==> src/pkg/s2c_defines.svh <==
`ifndef S2C_DEFINES_SVH
`define S2C_DEFINES_SVH

// register word indices; byte address is four times the index
`define S2C_IDX_CTRL_A      30'h0000_0047
`define S2C_IDX_CTRL_B      30'h0000_0048
`define S2C_IDX_STATUS      30'h0000_0049

// synth2_control_a fields
`define S2C_A_DIV_MSB       4
`define S2C_A_DIV_LSB       2
`define S2C_A_SYNC_BIT      1
`define S2C_A_PDN_BIT       0

// synth2_control_b fields
`define S2C_B_RSVD_BIT      5
`define S2C_B_DBL_BIT       4
`define S2C_B_PUMP_MSB      3
`define S2C_B_PUMP_LSB      0

// status fields
`define S2C_S_ENABLED_BIT   0
`define S2C_S_BUSY_BIT      1
`define S2C_S_LOCKED_BIT    2
`define S2C_S_CAL_RST_BIT   3
`define S2C_S_COUNT_MSB     15
`define S2C_S_COUNT_LSB     8

// reset values
`define S2C_RST_POST_DIV    3'h7
`define S2C_RST_RESYNC_EN   1'h1
`define S2C_RST_PDN         1'h0
`define S2C_RST_DBL         1'h1
`define S2C_RST_PUMP        4'h8
`define S2C_RST_RSVD_B5     1'h0

// decode constants
`define S2C_DIV_MIN_RATIO   4'h2
`define S2C_DIV_LOW_CODE    3'h1
`define S2C_PUMP_LIN_MAX    4'h7
`define S2C_PUMP_TOP_CODE   4'h8
`define S2C_PUMP_TOP_UNITS  5'h10
`define S2C_PUMP_OFF_UNITS  5'h00

// bus constants
`define S2C_HTRANS_BUSY_BIT 1
`define S2C_HRESP_OKAY      1'h0

// calibration length in clocks
`define S2C_CAL_CYCLES      1024

`endif

==> src/pkg/s2c_pkg.sv <==
package s2c_pkg;

  typedef struct packed {
    logic        wr;
    logic [29:0] idx;
    logic [31:0] wdata;
  } s2c_bus_req_type;

  typedef struct packed {
    logic [2:0] post_div;
    logic       resync_en;
    logic       pdn;
  } s2c_ctrl_a_type;

  typedef struct packed {
    logic       rsvd_b5;
    logic       dbl;
    logic [3:0] pump;
  } s2c_ctrl_b_type;

  typedef struct packed {
    logic enabled;
    logic cal_reset;
    logic busy;
    logic locked;
  } s2c_cal_stat_type;

  typedef enum logic [1:0] {
    BUS_IDLE,
    BUS_WRITE,
    BUS_READ_WAIT
  } s2c_bus_state_type;

  typedef enum logic [1:0] {
    CAL_HELD,
    CAL_RUN,
    CAL_LOCKED
  } s2c_cal_state_type;

endpackage

==> src/hdl/s2c_ahb_slave.sv <==
`timescale 1ns/100ps
`include "s2c_defines.svh"

module s2c_ahb_slave (
  input  wire logic                   clk_in,
  input  wire logic                   rst_n_in,
  // ahb-lite slave side
  input  wire logic                   hsel_in,
  input  wire logic [31:0]            haddr_in,
  input  wire logic [1:0]             htrans_in,
  input  wire logic                   hwrite_in,
  input  wire logic [31:0]            hwdata_in,
  input  wire logic                   hready_in,
  output logic                        hreadyout_out,
  output logic [31:0]                 hrdata_out,
  output logic                        hresp_out,
  // register side
  output s2c_pkg::s2c_bus_req_type    req_out,
  input  wire logic [31:0]            rd_data_in
);

  s2c_pkg::s2c_bus_state_type state_r, state_nxt;
  logic [29:0]                idx_r, idx_nxt;
  logic                       ready_r, ready_nxt;
  logic [31:0]                rdata_r, rdata_nxt;
  logic                       take;

  assign take = hsel_in & hready_in & htrans_in[`S2C_HTRANS_BUSY_BIT];

  always_comb begin
    state_nxt = state_r;
    idx_nxt   = idx_r;
    ready_nxt = ready_r;
    rdata_nxt = rdata_r;
    // reads take one wait state so hrdata always leaves a flop
    if (state_r == s2c_pkg::BUS_READ_WAIT) begin
      rdata_nxt = rd_data_in;
      ready_nxt = 1'b1;
      state_nxt = s2c_pkg::BUS_IDLE;
    end else if (take) begin
      idx_nxt   = haddr_in[31:2];
      state_nxt = hwrite_in ? s2c_pkg::BUS_WRITE : s2c_pkg::BUS_READ_WAIT;
      ready_nxt = hwrite_in;
    end else begin
      state_nxt = s2c_pkg::BUS_IDLE;
    end
  end

  always_ff @(posedge clk_in or negedge rst_n_in) begin
    if (!rst_n_in) begin
      state_r <= s2c_pkg::BUS_IDLE;
      idx_r   <= 30'h0000_0000;
      ready_r <= 1'b1;
      rdata_r <= 32'h0000_0000;
    end else begin
      state_r <= state_nxt;
      idx_r   <= idx_nxt;
      ready_r <= ready_nxt;
      rdata_r <= rdata_nxt;
    end
  end

  assign req_out.wr    = (state_r == s2c_pkg::BUS_WRITE);
  assign req_out.idx   = idx_r;
  assign req_out.wdata = hwdata_in;
  assign hreadyout_out = ready_r;
  assign hrdata_out    = rdata_r;
  assign hresp_out     = `S2C_HRESP_OKAY;

endmodule

==> src/hdl/s2c_cal_seq.sv <==
`timescale 1ns/100ps
`include "s2c_defines.svh"

module s2c_cal_seq #(
  parameter int CAL_CYCLES = `S2C_CAL_CYCLES
) (
  input  wire logic                   clk_in,
  input  wire logic                   rst_n_in,
  input  wire logic                   power_down_in,
  output s2c_pkg::s2c_cal_stat_type   stat_out
);

  localparam int CW = $clog2(CAL_CYCLES);

  if (CAL_CYCLES < 2) begin : g_bad_cal
    $error("s2c_cal_seq: CAL_CYCLES must be at least 2");
  end

  s2c_pkg::s2c_cal_state_type state_r, state_nxt;
  logic [CW-1:0]              cnt_r, cnt_nxt;

  always_comb begin
    state_nxt = state_r;
    cnt_nxt   = cnt_r;
    if (power_down_in) begin
      state_nxt = s2c_pkg::CAL_HELD;
    end else begin
      case (state_r)
        s2c_pkg::CAL_HELD: begin
          // leaving power-down restarts calibration by itself
          state_nxt = s2c_pkg::CAL_RUN;
          cnt_nxt   = CW'(CAL_CYCLES - 1);
        end
        s2c_pkg::CAL_RUN: begin
          if (cnt_r == '0) begin
            state_nxt = s2c_pkg::CAL_LOCKED;
          end else begin
            cnt_nxt = cnt_r - CW'(1);
          end
        end
        s2c_pkg::CAL_LOCKED: begin
          state_nxt = s2c_pkg::CAL_LOCKED;
        end
        default: begin
          state_nxt = s2c_pkg::CAL_HELD;
        end
      endcase
    end
  end

  always_ff @(posedge clk_in or negedge rst_n_in) begin
    if (!rst_n_in) begin
      state_r <= s2c_pkg::CAL_HELD;
      cnt_r   <= '0;
    end else begin
      state_r <= state_nxt;
      cnt_r   <= cnt_nxt;
    end
  end

  assign stat_out.enabled   = (state_r != s2c_pkg::CAL_HELD);
  assign stat_out.cal_reset = (state_r == s2c_pkg::CAL_HELD);
  assign stat_out.busy      = (state_r == s2c_pkg::CAL_RUN);
  assign stat_out.locked    = (state_r == s2c_pkg::CAL_LOCKED);

endmodule

==> src/hdl/s2c_top.sv <==
// Summary of operation
// RULE1 - post-divider codes 0,1 divide by two; else code+1
// RULE2 - sync event resyncs synth2 channels when enabled
// RULE3 - power-down disables synth2, holds calibration reset
// RULE4 - clearing power-down re-enables and auto-calibrates
// RULE5 - power-down reset zero: enable and calibrate after reset
// RULE6 - doubler enabled when bit set, else bypassed
// RULE7 - pump codes 1-7 give 0.4mA steps; 8 gives 6.4
// RULE8 - reserved bits read zero; writable one just stored
`timescale 1ns/100ps
`include "s2c_defines.svh"

module s2c_top #(
  parameter int NUM_CH     = 8,
  parameter int CAL_CYCLES = `S2C_CAL_CYCLES
) (
  // clock and reset
  input  wire logic              REF_CLK_IN,
  input  wire logic              RESETN_IN,
  // ahb-lite register port
  input  wire logic              HSEL_IN,
  input  wire logic [31:0]       HADDR_IN,
  input  wire logic [1:0]        HTRANS_IN,
  input  wire logic              HWRITE_IN,
  input  wire logic [2:0]        HSIZE_IN,
  input  wire logic [31:0]       HWDATA_IN,
  input  wire logic              HREADY_IN,
  output logic                   HREADYOUT_OUT,
  output logic [31:0]            HRDATA_OUT,
  output logic                   HRESP_OUT,
  // synchronization
  input  wire logic              SYNC_EVENT_IN,
  input  wire logic [NUM_CH-1:0] CH_FROM_SYNTH2_IN,
  output logic [NUM_CH-1:0]      CH_RESYNC_OUT,
  // analog synthesizer controls
  output logic                   SYNTH2_ENABLE_OUT,
  output logic                   SYNTH2_CAL_RESET_OUT,
  output logic                   SYNTH2_CAL_BUSY_OUT,
  output logic [3:0]             SYNTH2_POST_DIV_RATIO_OUT,
  output logic [4:0]             SYNTH2_PUMP_CURRENT_OUT,
  output logic                   SECONDARY_REF_DOUBLER_EN_OUT
);

  if (NUM_CH < 1 || NUM_CH > 32) begin : g_bad_ch
    $error("s2c_top: NUM_CH must be 1 to 32");
  end
  if (CAL_CYCLES < 2 || CAL_CYCLES > 4096) begin : g_bad_cal
    $error("s2c_top: CAL_CYCLES must be 2 to 4096");
  end

  // ratio from the three-bit post-divider code
  function automatic logic [3:0] post_div_ratio(input logic [2:0] code);
    logic [3:0] r;
    r = {1'b0, code} + 4'h1;
    if (code <= `S2C_DIV_LOW_CODE) begin
      r = `S2C_DIV_MIN_RATIO; // RULE1
    end
    return r;
  endfunction

  // pump current in units of 0.4 mA
  function automatic logic [4:0] pump_units(input logic [3:0] code);
    logic [4:0] u;
    u = `S2C_PUMP_OFF_UNITS;
    if (code == `S2C_PUMP_TOP_CODE) begin
      u = `S2C_PUMP_TOP_UNITS; // RULE7
    end else if (code <= `S2C_PUMP_LIN_MAX) begin
      u = {1'b0, code}; // RULE7
    end
    return u;
  endfunction

  // word-index match, shared by the read and write decode
  function automatic logic word_hit(input logic [29:0] idx, input logic [29:0] want);
    return (idx == want);
  endfunction

  // split a written word into ctrl_a; reserved bits are dropped
  function automatic s2c_pkg::s2c_ctrl_a_type fields_a(input logic [31:0] w);
    s2c_pkg::s2c_ctrl_a_type a;
    a.post_div  = w[`S2C_A_DIV_MSB:`S2C_A_DIV_LSB];
    a.resync_en = w[`S2C_A_SYNC_BIT];
    a.pdn       = w[`S2C_A_PDN_BIT]; // RULE3 RULE4
    return a;
  endfunction

  // split a written word into ctrl_b; bit 5 is kept as plain storage
  function automatic s2c_pkg::s2c_ctrl_b_type fields_b(input logic [31:0] w);
    s2c_pkg::s2c_ctrl_b_type b;
    b.rsvd_b5 = w[`S2C_B_RSVD_BIT]; // RULE8
    b.dbl     = w[`S2C_B_DBL_BIT];
    b.pump    = w[`S2C_B_PUMP_MSB:`S2C_B_PUMP_LSB];
    return b;
  endfunction

  // ctrl_a as software reads it; reserved bits stay zero
  function automatic logic [31:0] word_a(input s2c_pkg::s2c_ctrl_a_type a);
    logic [31:0] w;
    w = 32'h0000_0000;
    w[`S2C_A_DIV_MSB:`S2C_A_DIV_LSB] = a.post_div;
    w[`S2C_A_SYNC_BIT]              = a.resync_en;
    w[`S2C_A_PDN_BIT]               = a.pdn;
    return w;
  endfunction

  // ctrl_b as software reads it; bit 5 is stored but drives nothing
  function automatic logic [31:0] word_b(input s2c_pkg::s2c_ctrl_b_type b);
    logic [31:0] w;
    w = 32'h0000_0000;
    w[`S2C_B_RSVD_BIT]                = b.rsvd_b5; // RULE8
    w[`S2C_B_DBL_BIT]                 = b.dbl;
    w[`S2C_B_PUMP_MSB:`S2C_B_PUMP_LSB] = b.pump;
    return w;
  endfunction

  // status word: calibration state and applied resync count
  function automatic logic [31:0] word_s(input s2c_pkg::s2c_cal_stat_type s,
                                         input logic [7:0]                cnt);
    logic [31:0] w;
    w = 32'h0000_0000;
    w[`S2C_S_ENABLED_BIT]                 = s.enabled;
    w[`S2C_S_BUSY_BIT]                    = s.busy;
    w[`S2C_S_LOCKED_BIT]                  = s.locked;
    w[`S2C_S_CAL_RST_BIT]                 = s.cal_reset;
    w[`S2C_S_COUNT_MSB:`S2C_S_COUNT_LSB] = cnt;
    return w;
  endfunction

  s2c_pkg::s2c_bus_req_type  req;
  s2c_pkg::s2c_cal_stat_type cal_stat;
  logic [31:0]               rd_data;
  logic                      sel_a;
  logic                      sel_b;
  logic                      sel_s;
  logic                      wr_a;
  logic                      wr_b;
  logic [NUM_CH-1:0]         ch_resync_r, ch_resync_nxt;
  logic [7:0]                resync_cnt_r, resync_cnt_nxt;
  logic                      bus_resp;
  logic                      resp_r, resp_nxt;

  // bus front end
  s2c_ahb_slave u_bus (
    .clk_in        (REF_CLK_IN),
    .rst_n_in      (RESETN_IN),
    .hsel_in       (HSEL_IN),
    .haddr_in      (HADDR_IN),
    .htrans_in     (HTRANS_IN),
    .hwrite_in     (HWRITE_IN),
    .hwdata_in     (HWDATA_IN),
    .hready_in     (HREADY_IN),
    .hreadyout_out (HREADYOUT_OUT),
    .hrdata_out    (HRDATA_OUT),
    .hresp_out     (bus_resp),
    .req_out       (req),
    .rd_data_in    (rd_data)
  );

  assign sel_a = word_hit(req.idx, `S2C_IDX_CTRL_A);
  assign sel_b = word_hit(req.idx, `S2C_IDX_CTRL_B);
  assign sel_s = word_hit(req.idx, `S2C_IDX_STATUS);
  assign wr_a  = req.wr & sel_a;
  assign wr_b  = req.wr & sel_b;

  // control registers
  s2c_pkg::s2c_ctrl_a_type ctrl_a_r, ctrl_a_nxt;
  s2c_pkg::s2c_ctrl_b_type ctrl_b_r, ctrl_b_nxt;

  always_comb begin
    ctrl_a_nxt = ctrl_a_r;
    ctrl_b_nxt = ctrl_b_r;
    if (wr_a) begin
      ctrl_a_nxt = fields_a(req.wdata); // RULE3 RULE4
    end
    if (wr_b) begin
      ctrl_b_nxt = fields_b(req.wdata); // RULE8
    end
  end

  always_ff @(posedge REF_CLK_IN or negedge RESETN_IN) begin
    if (!RESETN_IN) begin
      // pdn resets low, so synth2 comes up and calibrates unasked
      ctrl_a_r.post_div  <= `S2C_RST_POST_DIV;
      ctrl_a_r.resync_en <= `S2C_RST_RESYNC_EN;
      ctrl_a_r.pdn       <= `S2C_RST_PDN; // RULE5
      ctrl_b_r.rsvd_b5   <= `S2C_RST_RSVD_B5;
      ctrl_b_r.dbl       <= `S2C_RST_DBL;
      ctrl_b_r.pump      <= `S2C_RST_PUMP;
    end else begin
      ctrl_a_r <= ctrl_a_nxt;
      ctrl_b_r <= ctrl_b_nxt;
    end
  end

  // read mux; unmapped words and reserved bits read as zero, except ctrl_b bit 5, which reads back as stored
  always_comb begin
    rd_data = 32'h0000_0000; // RULE8
    if (sel_a) begin
      rd_data = word_a(ctrl_a_r);
    end else if (sel_b) begin
      rd_data = word_b(ctrl_b_r); // RULE8
    end else if (sel_s) begin
      rd_data = word_s(cal_stat, resync_cnt_r);
    end
  end

  // calibration sequencer follows the stored power-down bit
  s2c_cal_seq #(
    .CAL_CYCLES (CAL_CYCLES)
  ) u_cal (
    .clk_in        (REF_CLK_IN),
    .rst_n_in      (RESETN_IN),
    .power_down_in (ctrl_a_r.pdn), // RULE3 RULE4 RULE5
    .stat_out      (cal_stat)
  );

  // sync event pin: two flops, then an edge detect on the second
  logic sync_meta_r, sync_meta_nxt;
  logic sync_safe_r, sync_safe_nxt;
  logic sync_last_r, sync_last_nxt;
  logic sync_rise;

  always_comb begin
    sync_meta_nxt = SYNC_EVENT_IN;
    sync_safe_nxt = sync_meta_r;
    sync_last_nxt = sync_safe_r;
  end

  always_ff @(posedge REF_CLK_IN or negedge RESETN_IN) begin
    if (!RESETN_IN) begin
      sync_meta_r <= 1'b0;
      sync_safe_r <= 1'b0;
      sync_last_r <= 1'b0;
    end else begin
      sync_meta_r <= sync_meta_nxt;
      sync_safe_r <= sync_safe_nxt;
      sync_last_r <= sync_last_nxt;
    end
  end

  // the last flop resets low like the idle pin, so reset makes no false edge
  assign sync_rise = sync_safe_r & ~sync_last_r;

  // resync pulses; the count lets software see that events were applied
  // a disabled resync drops the event, it is not held for later

  always_comb begin
    ch_resync_nxt  = '0;
    resync_cnt_nxt = resync_cnt_r;
    if (sync_rise && ctrl_a_r.resync_en) begin
      ch_resync_nxt  = CH_FROM_SYNTH2_IN; // RULE2
      resync_cnt_nxt = resync_cnt_r + 8'h01;
    end
  end

  always_ff @(posedge REF_CLK_IN or negedge RESETN_IN) begin
    if (!RESETN_IN) begin
      ch_resync_r  <= '0;
      resync_cnt_r <= 8'h00;
    end else begin
      ch_resync_r  <= ch_resync_nxt;
      resync_cnt_r <= resync_cnt_nxt;
    end
  end

  assign CH_RESYNC_OUT = ch_resync_r;

  // analog control outputs, registered so the pins never glitch
  logic       enable_r, enable_nxt;
  logic       cal_rst_r, cal_rst_nxt;
  logic       cal_busy_r, cal_busy_nxt;
  logic [3:0] div_ratio_r, div_ratio_nxt;
  logic [4:0] pump_r, pump_nxt;
  logic       dbl_r, dbl_nxt;

  always_comb begin
    enable_nxt    = cal_stat.enabled; // RULE3 RULE4
    cal_rst_nxt   = cal_stat.cal_reset; // RULE3
    cal_busy_nxt  = cal_stat.busy; // RULE4
    div_ratio_nxt = post_div_ratio(ctrl_a_r.post_div); // RULE1
    pump_nxt      = pump_units(ctrl_b_r.pump); // RULE7
    dbl_nxt       = ctrl_b_r.dbl; // RULE6
  end

  always_ff @(posedge REF_CLK_IN or negedge RESETN_IN) begin
    if (!RESETN_IN) begin
      // synth held off and calibration in reset until the sequencer runs
      enable_r    <= 1'b0;
      cal_rst_r   <= 1'b1;
      cal_busy_r  <= 1'b0;
      div_ratio_r <= `S2C_DIV_MIN_RATIO;
      pump_r      <= `S2C_PUMP_OFF_UNITS;
      dbl_r       <= `S2C_RST_DBL;
    end else begin
      enable_r    <= enable_nxt;
      cal_rst_r   <= cal_rst_nxt;
      cal_busy_r  <= cal_busy_nxt;
      div_ratio_r <= div_ratio_nxt;
      pump_r      <= pump_nxt;
      dbl_r       <= dbl_nxt;
    end
  end

  assign SYNTH2_ENABLE_OUT            = enable_r;
  assign SYNTH2_CAL_RESET_OUT         = cal_rst_r;
  assign SYNTH2_CAL_BUSY_OUT          = cal_busy_r;
  assign SYNTH2_POST_DIV_RATIO_OUT    = div_ratio_r;
  assign SYNTH2_PUMP_CURRENT_OUT      = pump_r;
  assign SECONDARY_REF_DOUBLER_EN_OUT = dbl_r;
  assign HRESP_OUT                    = resp_r;

  // response is always okay, so registering it costs no bus cycle
  always_comb begin
    resp_nxt = bus_resp;
  end

  always_ff @(posedge REF_CLK_IN or negedge RESETN_IN) begin
    if (!RESETN_IN) begin
      resp_r <= `S2C_HRESP_OKAY;
    end else begin
      resp_r <= resp_nxt;
    end
  end

endmodule

==> config.mk <==
export PLATFORM = sky130hd
export DESIGN_NAME = s2c_top
export DESIGN_NICKNAME = d
export VERILOG_FILES = /design/src/pkg/s2c_pkg.sv /design/src/hdl/s2c_ahb_slave.sv /design/src/hdl/s2c_cal_seq.sv /design/src/hdl/s2c_top.sv
export VERILOG_INCLUDE_DIRS = /design/src /design/src/pkg
export SDC_FILE = /design/constraint.sdc
export NUM_CORES = 1
export LEC_CHECK = 0
export ABC_CLOCK_PERIOD_IN_PS = 2100
export BUFFER_PORTS_ARGS = -buffer_cell sky130_fd_sc_hd__clkbuf_2
export CAP_MARGIN = 20
export CORE_ASPECT_RATIO = 0.9
export CORE_UTILIZATION = 35
export CTS_CLUSTER_DIAMETER = 30
export DETAILED_ROUTE_END_ITERATION = 8
export GPL_ROUTABILITY_DRIVEN = 0
export SYNTH_ARGS = -nofsm -noshare
export SYNTH_HDL_FRONTEND = slang
export SYNTH_SLANG_ARGS = --single-unit
==> constraint.sdc <==
create_clock -name REF_CLK_IN -period 2.1 [get_ports REF_CLK_IN]
set_input_delay 0.21 -clock REF_CLK_IN [delete_from_list [all_inputs] [get_ports REF_CLK_IN]]
set_output_delay 0.21 -clock REF_CLK_IN [all_outputs]
set_load 0.02 [all_outputs]
After elaboration in Yosys (flattened, before gate mapping)
Index checks and enable logic that the tools add are counted.
{"block": "op_classes", "n_addsub": 3, "mul": 0, "n_div": 0, "n_lt_le_gt_ge": 2, "eq_ne": 10, "shift": 0, "muxes": 17, "bitwise": 8, "reduce_logical": 8}
{"operator": "30-bit by 7-bit == test with 1-bit output, second input constant", "count": 3}
{"operator": "16-bit two-way mux", "count": 2}
{"operator": "32-bit two-way mux", "count": 1}
{"operator": "10-bit case mux with 2 select lines", "count": 1}
{"operator": "10-bit logical NOT", "count": 1}
{"operator": "10-bit two-way mux", "count": 1}
{"operator": "2-bit two-way mux", "count": 5}
{"operator": "10-bit by 1-bit subtractor with 10-bit output, second input constant", "count": 1}
{"operator": "8-bit by 1-bit adder with 8-bit output, second input constant", "count": 1}
{"operator": "4-bit two-way mux", "count": 2}
{"operator": "8-bit two-way mux", "count": 1}
{"operator": "2-bit case mux with 3 select lines", "count": 1}
{"operator": "2-bit nonzero test", "count": 3}
{"operator": "1-bit bitwise AND", "count": 5}
{"operator": "5-bit two-way mux", "count": 1}
{"operator": "3-bit by 1-bit adder with 4-bit output, second input constant", "count": 1}
{"operator": "2-bit by 1-bit == test with 1-bit output, second input constant", "count": 2}
{"operator": "2-bit == test, second input constant", "count": 2}
{"operator": "4-bit == test, second input constant", "count": 1}
{"operator": "4-bit by 3-bit <= comparator with 1-bit output, second input constant", "count": 1}
{"operator": "3-bit by 1-bit <= comparator with 1-bit output, second input constant", "count": 1}
{"operator": "3-bit by 2-bit != test with 1-bit output, second input constant", "count": 1}
{"operator": "1-bit inverter", "count": 3}
{"operator": "3-bit AND reduction", "count": 1}
{"operator": "5 further kinds", "count": 6}
{"block": "totals", "register_bits": 120, "latch_bits": 0, "ram_bits": 0, "romBits": 0, "in_bits": 83, "output_inout_bits": 55, "word_cells": 71, "n_memories": 0}

Depth between registers and ports, before layout
{"block": "depth", "depth_word": 4, "depth_mapped": 7, "depth_no_buf": 6}

Cells and area by module
A second synthesis with hierarchy kept.
{"block": "hier_totals", "cells_unflattened": 390, "hier_area_um2": 5402.7}
{"mod": "s2c_ahb_slave", "instances": 1, "cells_per_inst": 177, "area_each_um2": 2820.2, "seq_area_each_um2": 1627.8}
{"mod": "s2c_top", "instances": 1, "cells_per_inst": 137, "area_each_um2": 1861.8, "seq_area_each_um2": 1112.3}
{"mod": "s2c_cal_seq", "instances": 1, "cells_per_inst": 76, "area_each_um2": 720.7, "seq_area_each_um2": 300.3}

Worst setup path after synthesis
Ideal clock, no wire load.
{"block": "synth_timing", "path_kind": "register -> register", "from": "reg u_cal.cnt_r[0]", "to": "reg u_cal.cnt_r[9]", "setup_time_ns": 0.125, "arrival_ns": 1.662, "t_required_ns": 1.975, "slack_ns": 0.313, "stages_incl_launch_ff": 7, "n_path_buf": 0, "synth_period_minus_slack_ns": 1.787, "path_cell_list": "dfrtp_1 inv_1 ha_1 nor2b_1 nand4_1 nand4_1 mux2_2"}
{"block": "synth_between", "elab_chain_len": 3, "word_cells_on_any_way": 6, "cone_classes": "1 x add/sub; 1 x eq/ne; 2 x mux; 2 x reduce/logical"}
{"element": "start: declaration", "line_no": "s2c_cal_seq.sv:20", "text": "logic [CW-1:0] cnt_r, cnt_nxt;"}
{"element": "start signal: assignment", "line_no": "s2c_cal_seq.sv:57", "text": "cnt_r <= cnt_nxt;"}
{"element": "10-bit by 1-bit subtractor with 10-bit output / 10-bit logical NOT (equally long branches)", "line_no": "s2c_cal_seq.sv:38, s2c_cal_seq.sv:35"}
{"element": "10-bit two-way mux / 2-bit != test (equally long branches)"}
{"element": "10-bit case mux with 2 select lines / 3-bit AND reduction (equally long branches)"}
Several ways; a longest one is shown, not always the timed one. The select of a mux whose other input is x is not followed.
A chain may end at the register's enable or synchronous reset.

Final worst setup path
{"block": "layout_timing", "from": "reg u_bus.idx_r[9]", "to": "reg ctrl_b_r[0] in the netlist's numbering"}
{"block": "layout_between", "elab_chain_len": 2}
{"element": "start: declaration", "line_no": "s2c_ahb_slave.sv:23", "text": "logic [29:0] idx_r, idx_nxt;"}
{"element": "start signal: assignment", "line_no": "s2c_ahb_slave.sv:57", "text": "idx_r <= idx_nxt;"}
{"element": "30-bit by 7-bit == test with 1-bit output", "line_no": "s2c_top.sv:75", "text": "return (idx == want);"}
{"element": "1-bit bitwise AND", "line_no": "s2c_top.sv:163", "text": "assign wr_b = req.wr & sel_b;"}
{"element": "end signal: assignment", "line_no": "s2c_top.sv:191", "text": "ctrl_b_r <= ctrl_b_nxt;"}
{"element": "end: declaration", "line_no": "s2c_top.sv:167", "text": "s2c_pkg::s2c_ctrl_b_type ctrl_b_r, ctrl_b_nxt;"}
No other way between the ends.

==> impl_metrics.tcl <==
set metrics [dict create \
    status "finished, final reports clean" \
    finalHoldViolations 0 \
    path_delay_family "simple AND/OR/NAND/NOR gates" \
    fp-row-count 39 \
    crit_path_cell_trace "nor4_2 > nand4_2 > nor3_4 > mux2_2" \
    slew_viol_final 0 \
    crit_arrival_ps 2200 \
    synth.area.top_cells "dfrtp_1 (51%), mux2_2 (10%), dfstp_2 (5.8%)" \
    via_per_inst 4.83 \
    power_frac_seq 0.465 \
    n_antenna_cell 0 \
    stdcell_area_sq_um 5500 \
    hpwl_microns 6570 \
    max-cap-violations 0 \
    start_util 0.357 \
    start_kind "flop" \
    synth_top_area_frac 0.508 \
    synth_edf_count 0 \
    synth_seq_cells 102 \
    die_w_microns 122 \
    clockBufferDepth 2 \
    io_pins 138 \
    rr_startpoint "u_bus.idx_r[9]" \
    peakVddDrop_mv 0.501 \
    drt_iter0_markers 110 \
    ys.flop_type "dfrtp_1" \
    min_from "CH_FROM_SYNTH2_IN[0]" \
    wl_met3_microns 454 \
    rsz0062_at_grt "false" \
    cts_resized 0 \
    syn-cell-area_sq_um 4530 \
    dp_cells 617 \
    final_nets 556 \
    cts_htree_levels 3 \
    power-per-cell-area_nw_per_um2 894 \
    internal_power_uw 3620 \
    crit_path_start "u_bus.idx_r[9]" \
    grt_max_degree 46 \
    ys_seq_area_frac 0.566 \
    drc 0 \
    final_cell_count_no_fill 635 \
    dr.pass1.iters 4 \
    r2r_slack_ps 130 \
    drive_gt1_frac 0.406 \
    slew_headroom 0.537 \
    fin_ws_ps 130 \
    clkPwrFrac 0.370 \
    cts_tree "done" \
    port_buffers 86 \
    antenna_found_initial 0 \
    p_switching_uw 1290 \
    dieArea_sq_um 13400 \
    grt_pass1_vias 3006 \
    cp_slowest_cell "nor3_4" \
    fin_crit_ps 1970 \
    cp_max_fo 6 \
    p_comb_frac 0.165 \
    clock_latency_ps 350 \
    syn_inst 367 \
    swShare 0.263 \
    placed_cell_area_sq_um 5150 \
    ys_async_sr_fraction 1.00 \
    clkSinkCount 102 \
    fin_util 0.434 \
    wire_per_inst_microns 14.0 \
    cpPeakStageDelay_ps 430 \
    p_leak_uw 0.00261 \
    required_ps 2330 \
    cts-root-buf "clkbuf_16" \
    synth_cell_types 55 \
    via_count 3068 \
    synth_top_cells_by_count "dfrtp_1 (92), mux2_2 (42), nand2_1 (39), buf_4 (19), o21ai_0 (14)" \
    hold_path_class "input port to flop" \
    clkTransAtPathRegs_ps 70 \
    worst-path-buf-inv 0 \
    finalCritPeriodShare 0.938 \
    wl_met1_microns 4060 \
    wirelength_microns 8910 \
    place_ws_ps 110 \
    dieHeight_microns 110 \
    clock_skew_ps 10.7 \
    finalSetupTns_ps 0 \
    coreArea_sq_um 12700 \
    track_usage 0.146 \
    finalSetupViolCount 0 \
    area_growth_pct 21.3 \
    synth.most_common_cell "dfrtp_1" \
    routed-wl-met2_microns 4320 \
    maxUsedRoutingLayer "met4" \
    path_class "flop to flop" \
    grt_first_pass_wirelength_microns 14800 \
    synth_warnings 0 \
    end_kind "flop" \
    drtAntennaViolNets 0 \
    tightest_slew_ps 695 \
    fmax_mhz 508 \
    yosysTopAreaCell "dfrtp_1" \
    syn_avg_cell_area_sq_um 12.4 \
    cts_made_buffers 9 \
    gr-total-overflow 0 \
]
==> stage by stage <==
stage / hold WS [ps] / power [uW]
after floorplan: -85.6 / 2860
after global placement: 219 / 3100
after detailed placement: 224 / 3140
after CTS: 35.9 / 4990
after global routing: 51.7 / 5170
final: 59.4 / 4920
==> layout make-up <==
| cell class | instances | area (sq um) |
|---|---|---|
| Fill cell | 1225 | 7190 |
| Clock buffer | 11 | 253 |
| Multi-Input combinational cell | 244 | 1810 |
| Timing Repair Buffer | 99 | 548 |
| Inverter | 10 | 37.5 |
| Clock inverter | 5 | 81.3 |
| Sequential cell | 102 | 2560 |
| Tap cell | 164 | 205 |
==> kinds of logic (layout without fill, tap and decap cells) <==
family                   count (synthesis)  after routing  share of synthesized area
flip-flops                             102            102                      0.566
other                                    1             20                   0.000827
adder cells (fa/ha/maj)                  7              7                     0.0193
AO/OA/AOI/OAI                           40             40                     0.0684
buffers and inverters                   40            125                     0.0513
XOR/XNOR                                 8              8                     0.0155
multiplexers                            44             44                      0.109
AND/OR/NAND/NOR                        125            125                      0.170
==> flip-flops by register name, indices dropped and copies added, names as in the netlist, 2 cells and up <==
name	count
u_bus.idx_r	30
u_bus.hrdata_out	14
u_cal.cnt_r	10
CH_RESYNC_OUT	8
resync_cnt_r	8
SYNTH2_PUMP_CURRENT_OUT	5
ctrl_a_r	5
ctrl_b_r	5
SYNTH2_POST_DIV_RATIO_OUT	4
u_bus.state_r	2
u_cal.state_r	2
==> power groups by stage <==
stage | Sequential, uW | Combinational [uW] | Clock (uW)
2_1_floorplan | 2350 | 502 | 0
3_3_place_gp | 2310 | 786 | 0
3_5_place_dp | 2330 | 813 | 0
4_1_cts | 2290 | 818 | 1880
5_1_grt | 2310 | 902 | 1960
6_report | 2290 | 809 | 1820
==> final timing paths <==
check	depth (start not counted)	endpoint
setup / recovery	4	ctrl_b_r[0]
max in group asynchronous	3	SECONDARY_REF_DOUBLER_EN_OUT
hold / removal	2	CH_RESYNC_OUT[0]
min in group asynchronous	2	u_bus.idx_r[15]
hold reg to reg	0	sync_last_nxt
setup reg to reg	4	ctrl_b_r[0]
==> per-layer routing <==
layer  vias up  global-route usage
met1      1525               0.185
li1       1451                   -
met3         4              0.0437
met2        88               0.240
met4         0              0.0450
met5         -                   0
==> placed cells by master, fill, tap and decap left out, types with 2 or more instances in the layout <==
cell and n:
nand3_1 12, conb_1 20, nor2_1 9, nand2b_1 3
nor4_2 4, xnor2_1 5, nor4_1 3, nor3_1 4
nor2b_1 8, and3_1 6, mux2_2 42, inv_1 10
clkbuf_16 9, nand4_1 8, a21oi_1 6, dfrtp_1 92
clkbuf_8 2, nor3_4 2, o21ai_0 14, buf_4 11
xor2_1 3, a31o_2 3, dfstp_2 10, o31ai_2 5
clkbuf_2 85, a31oi_1 2, nand2_1 39, ha_1 7
a221o_1 4, and2_1 9, bufinv_16 2, dlygate4sd3_1 2
==> repair_timing <==
item / CTS / global route
hold buffers: 2 / 0
endpoints found under the hold margin: 34 / 0
setup endpoints to repair: 0 / 3
setup buffers: 0 / 0
Note: power is estimated with default switching activity, not from simulation.
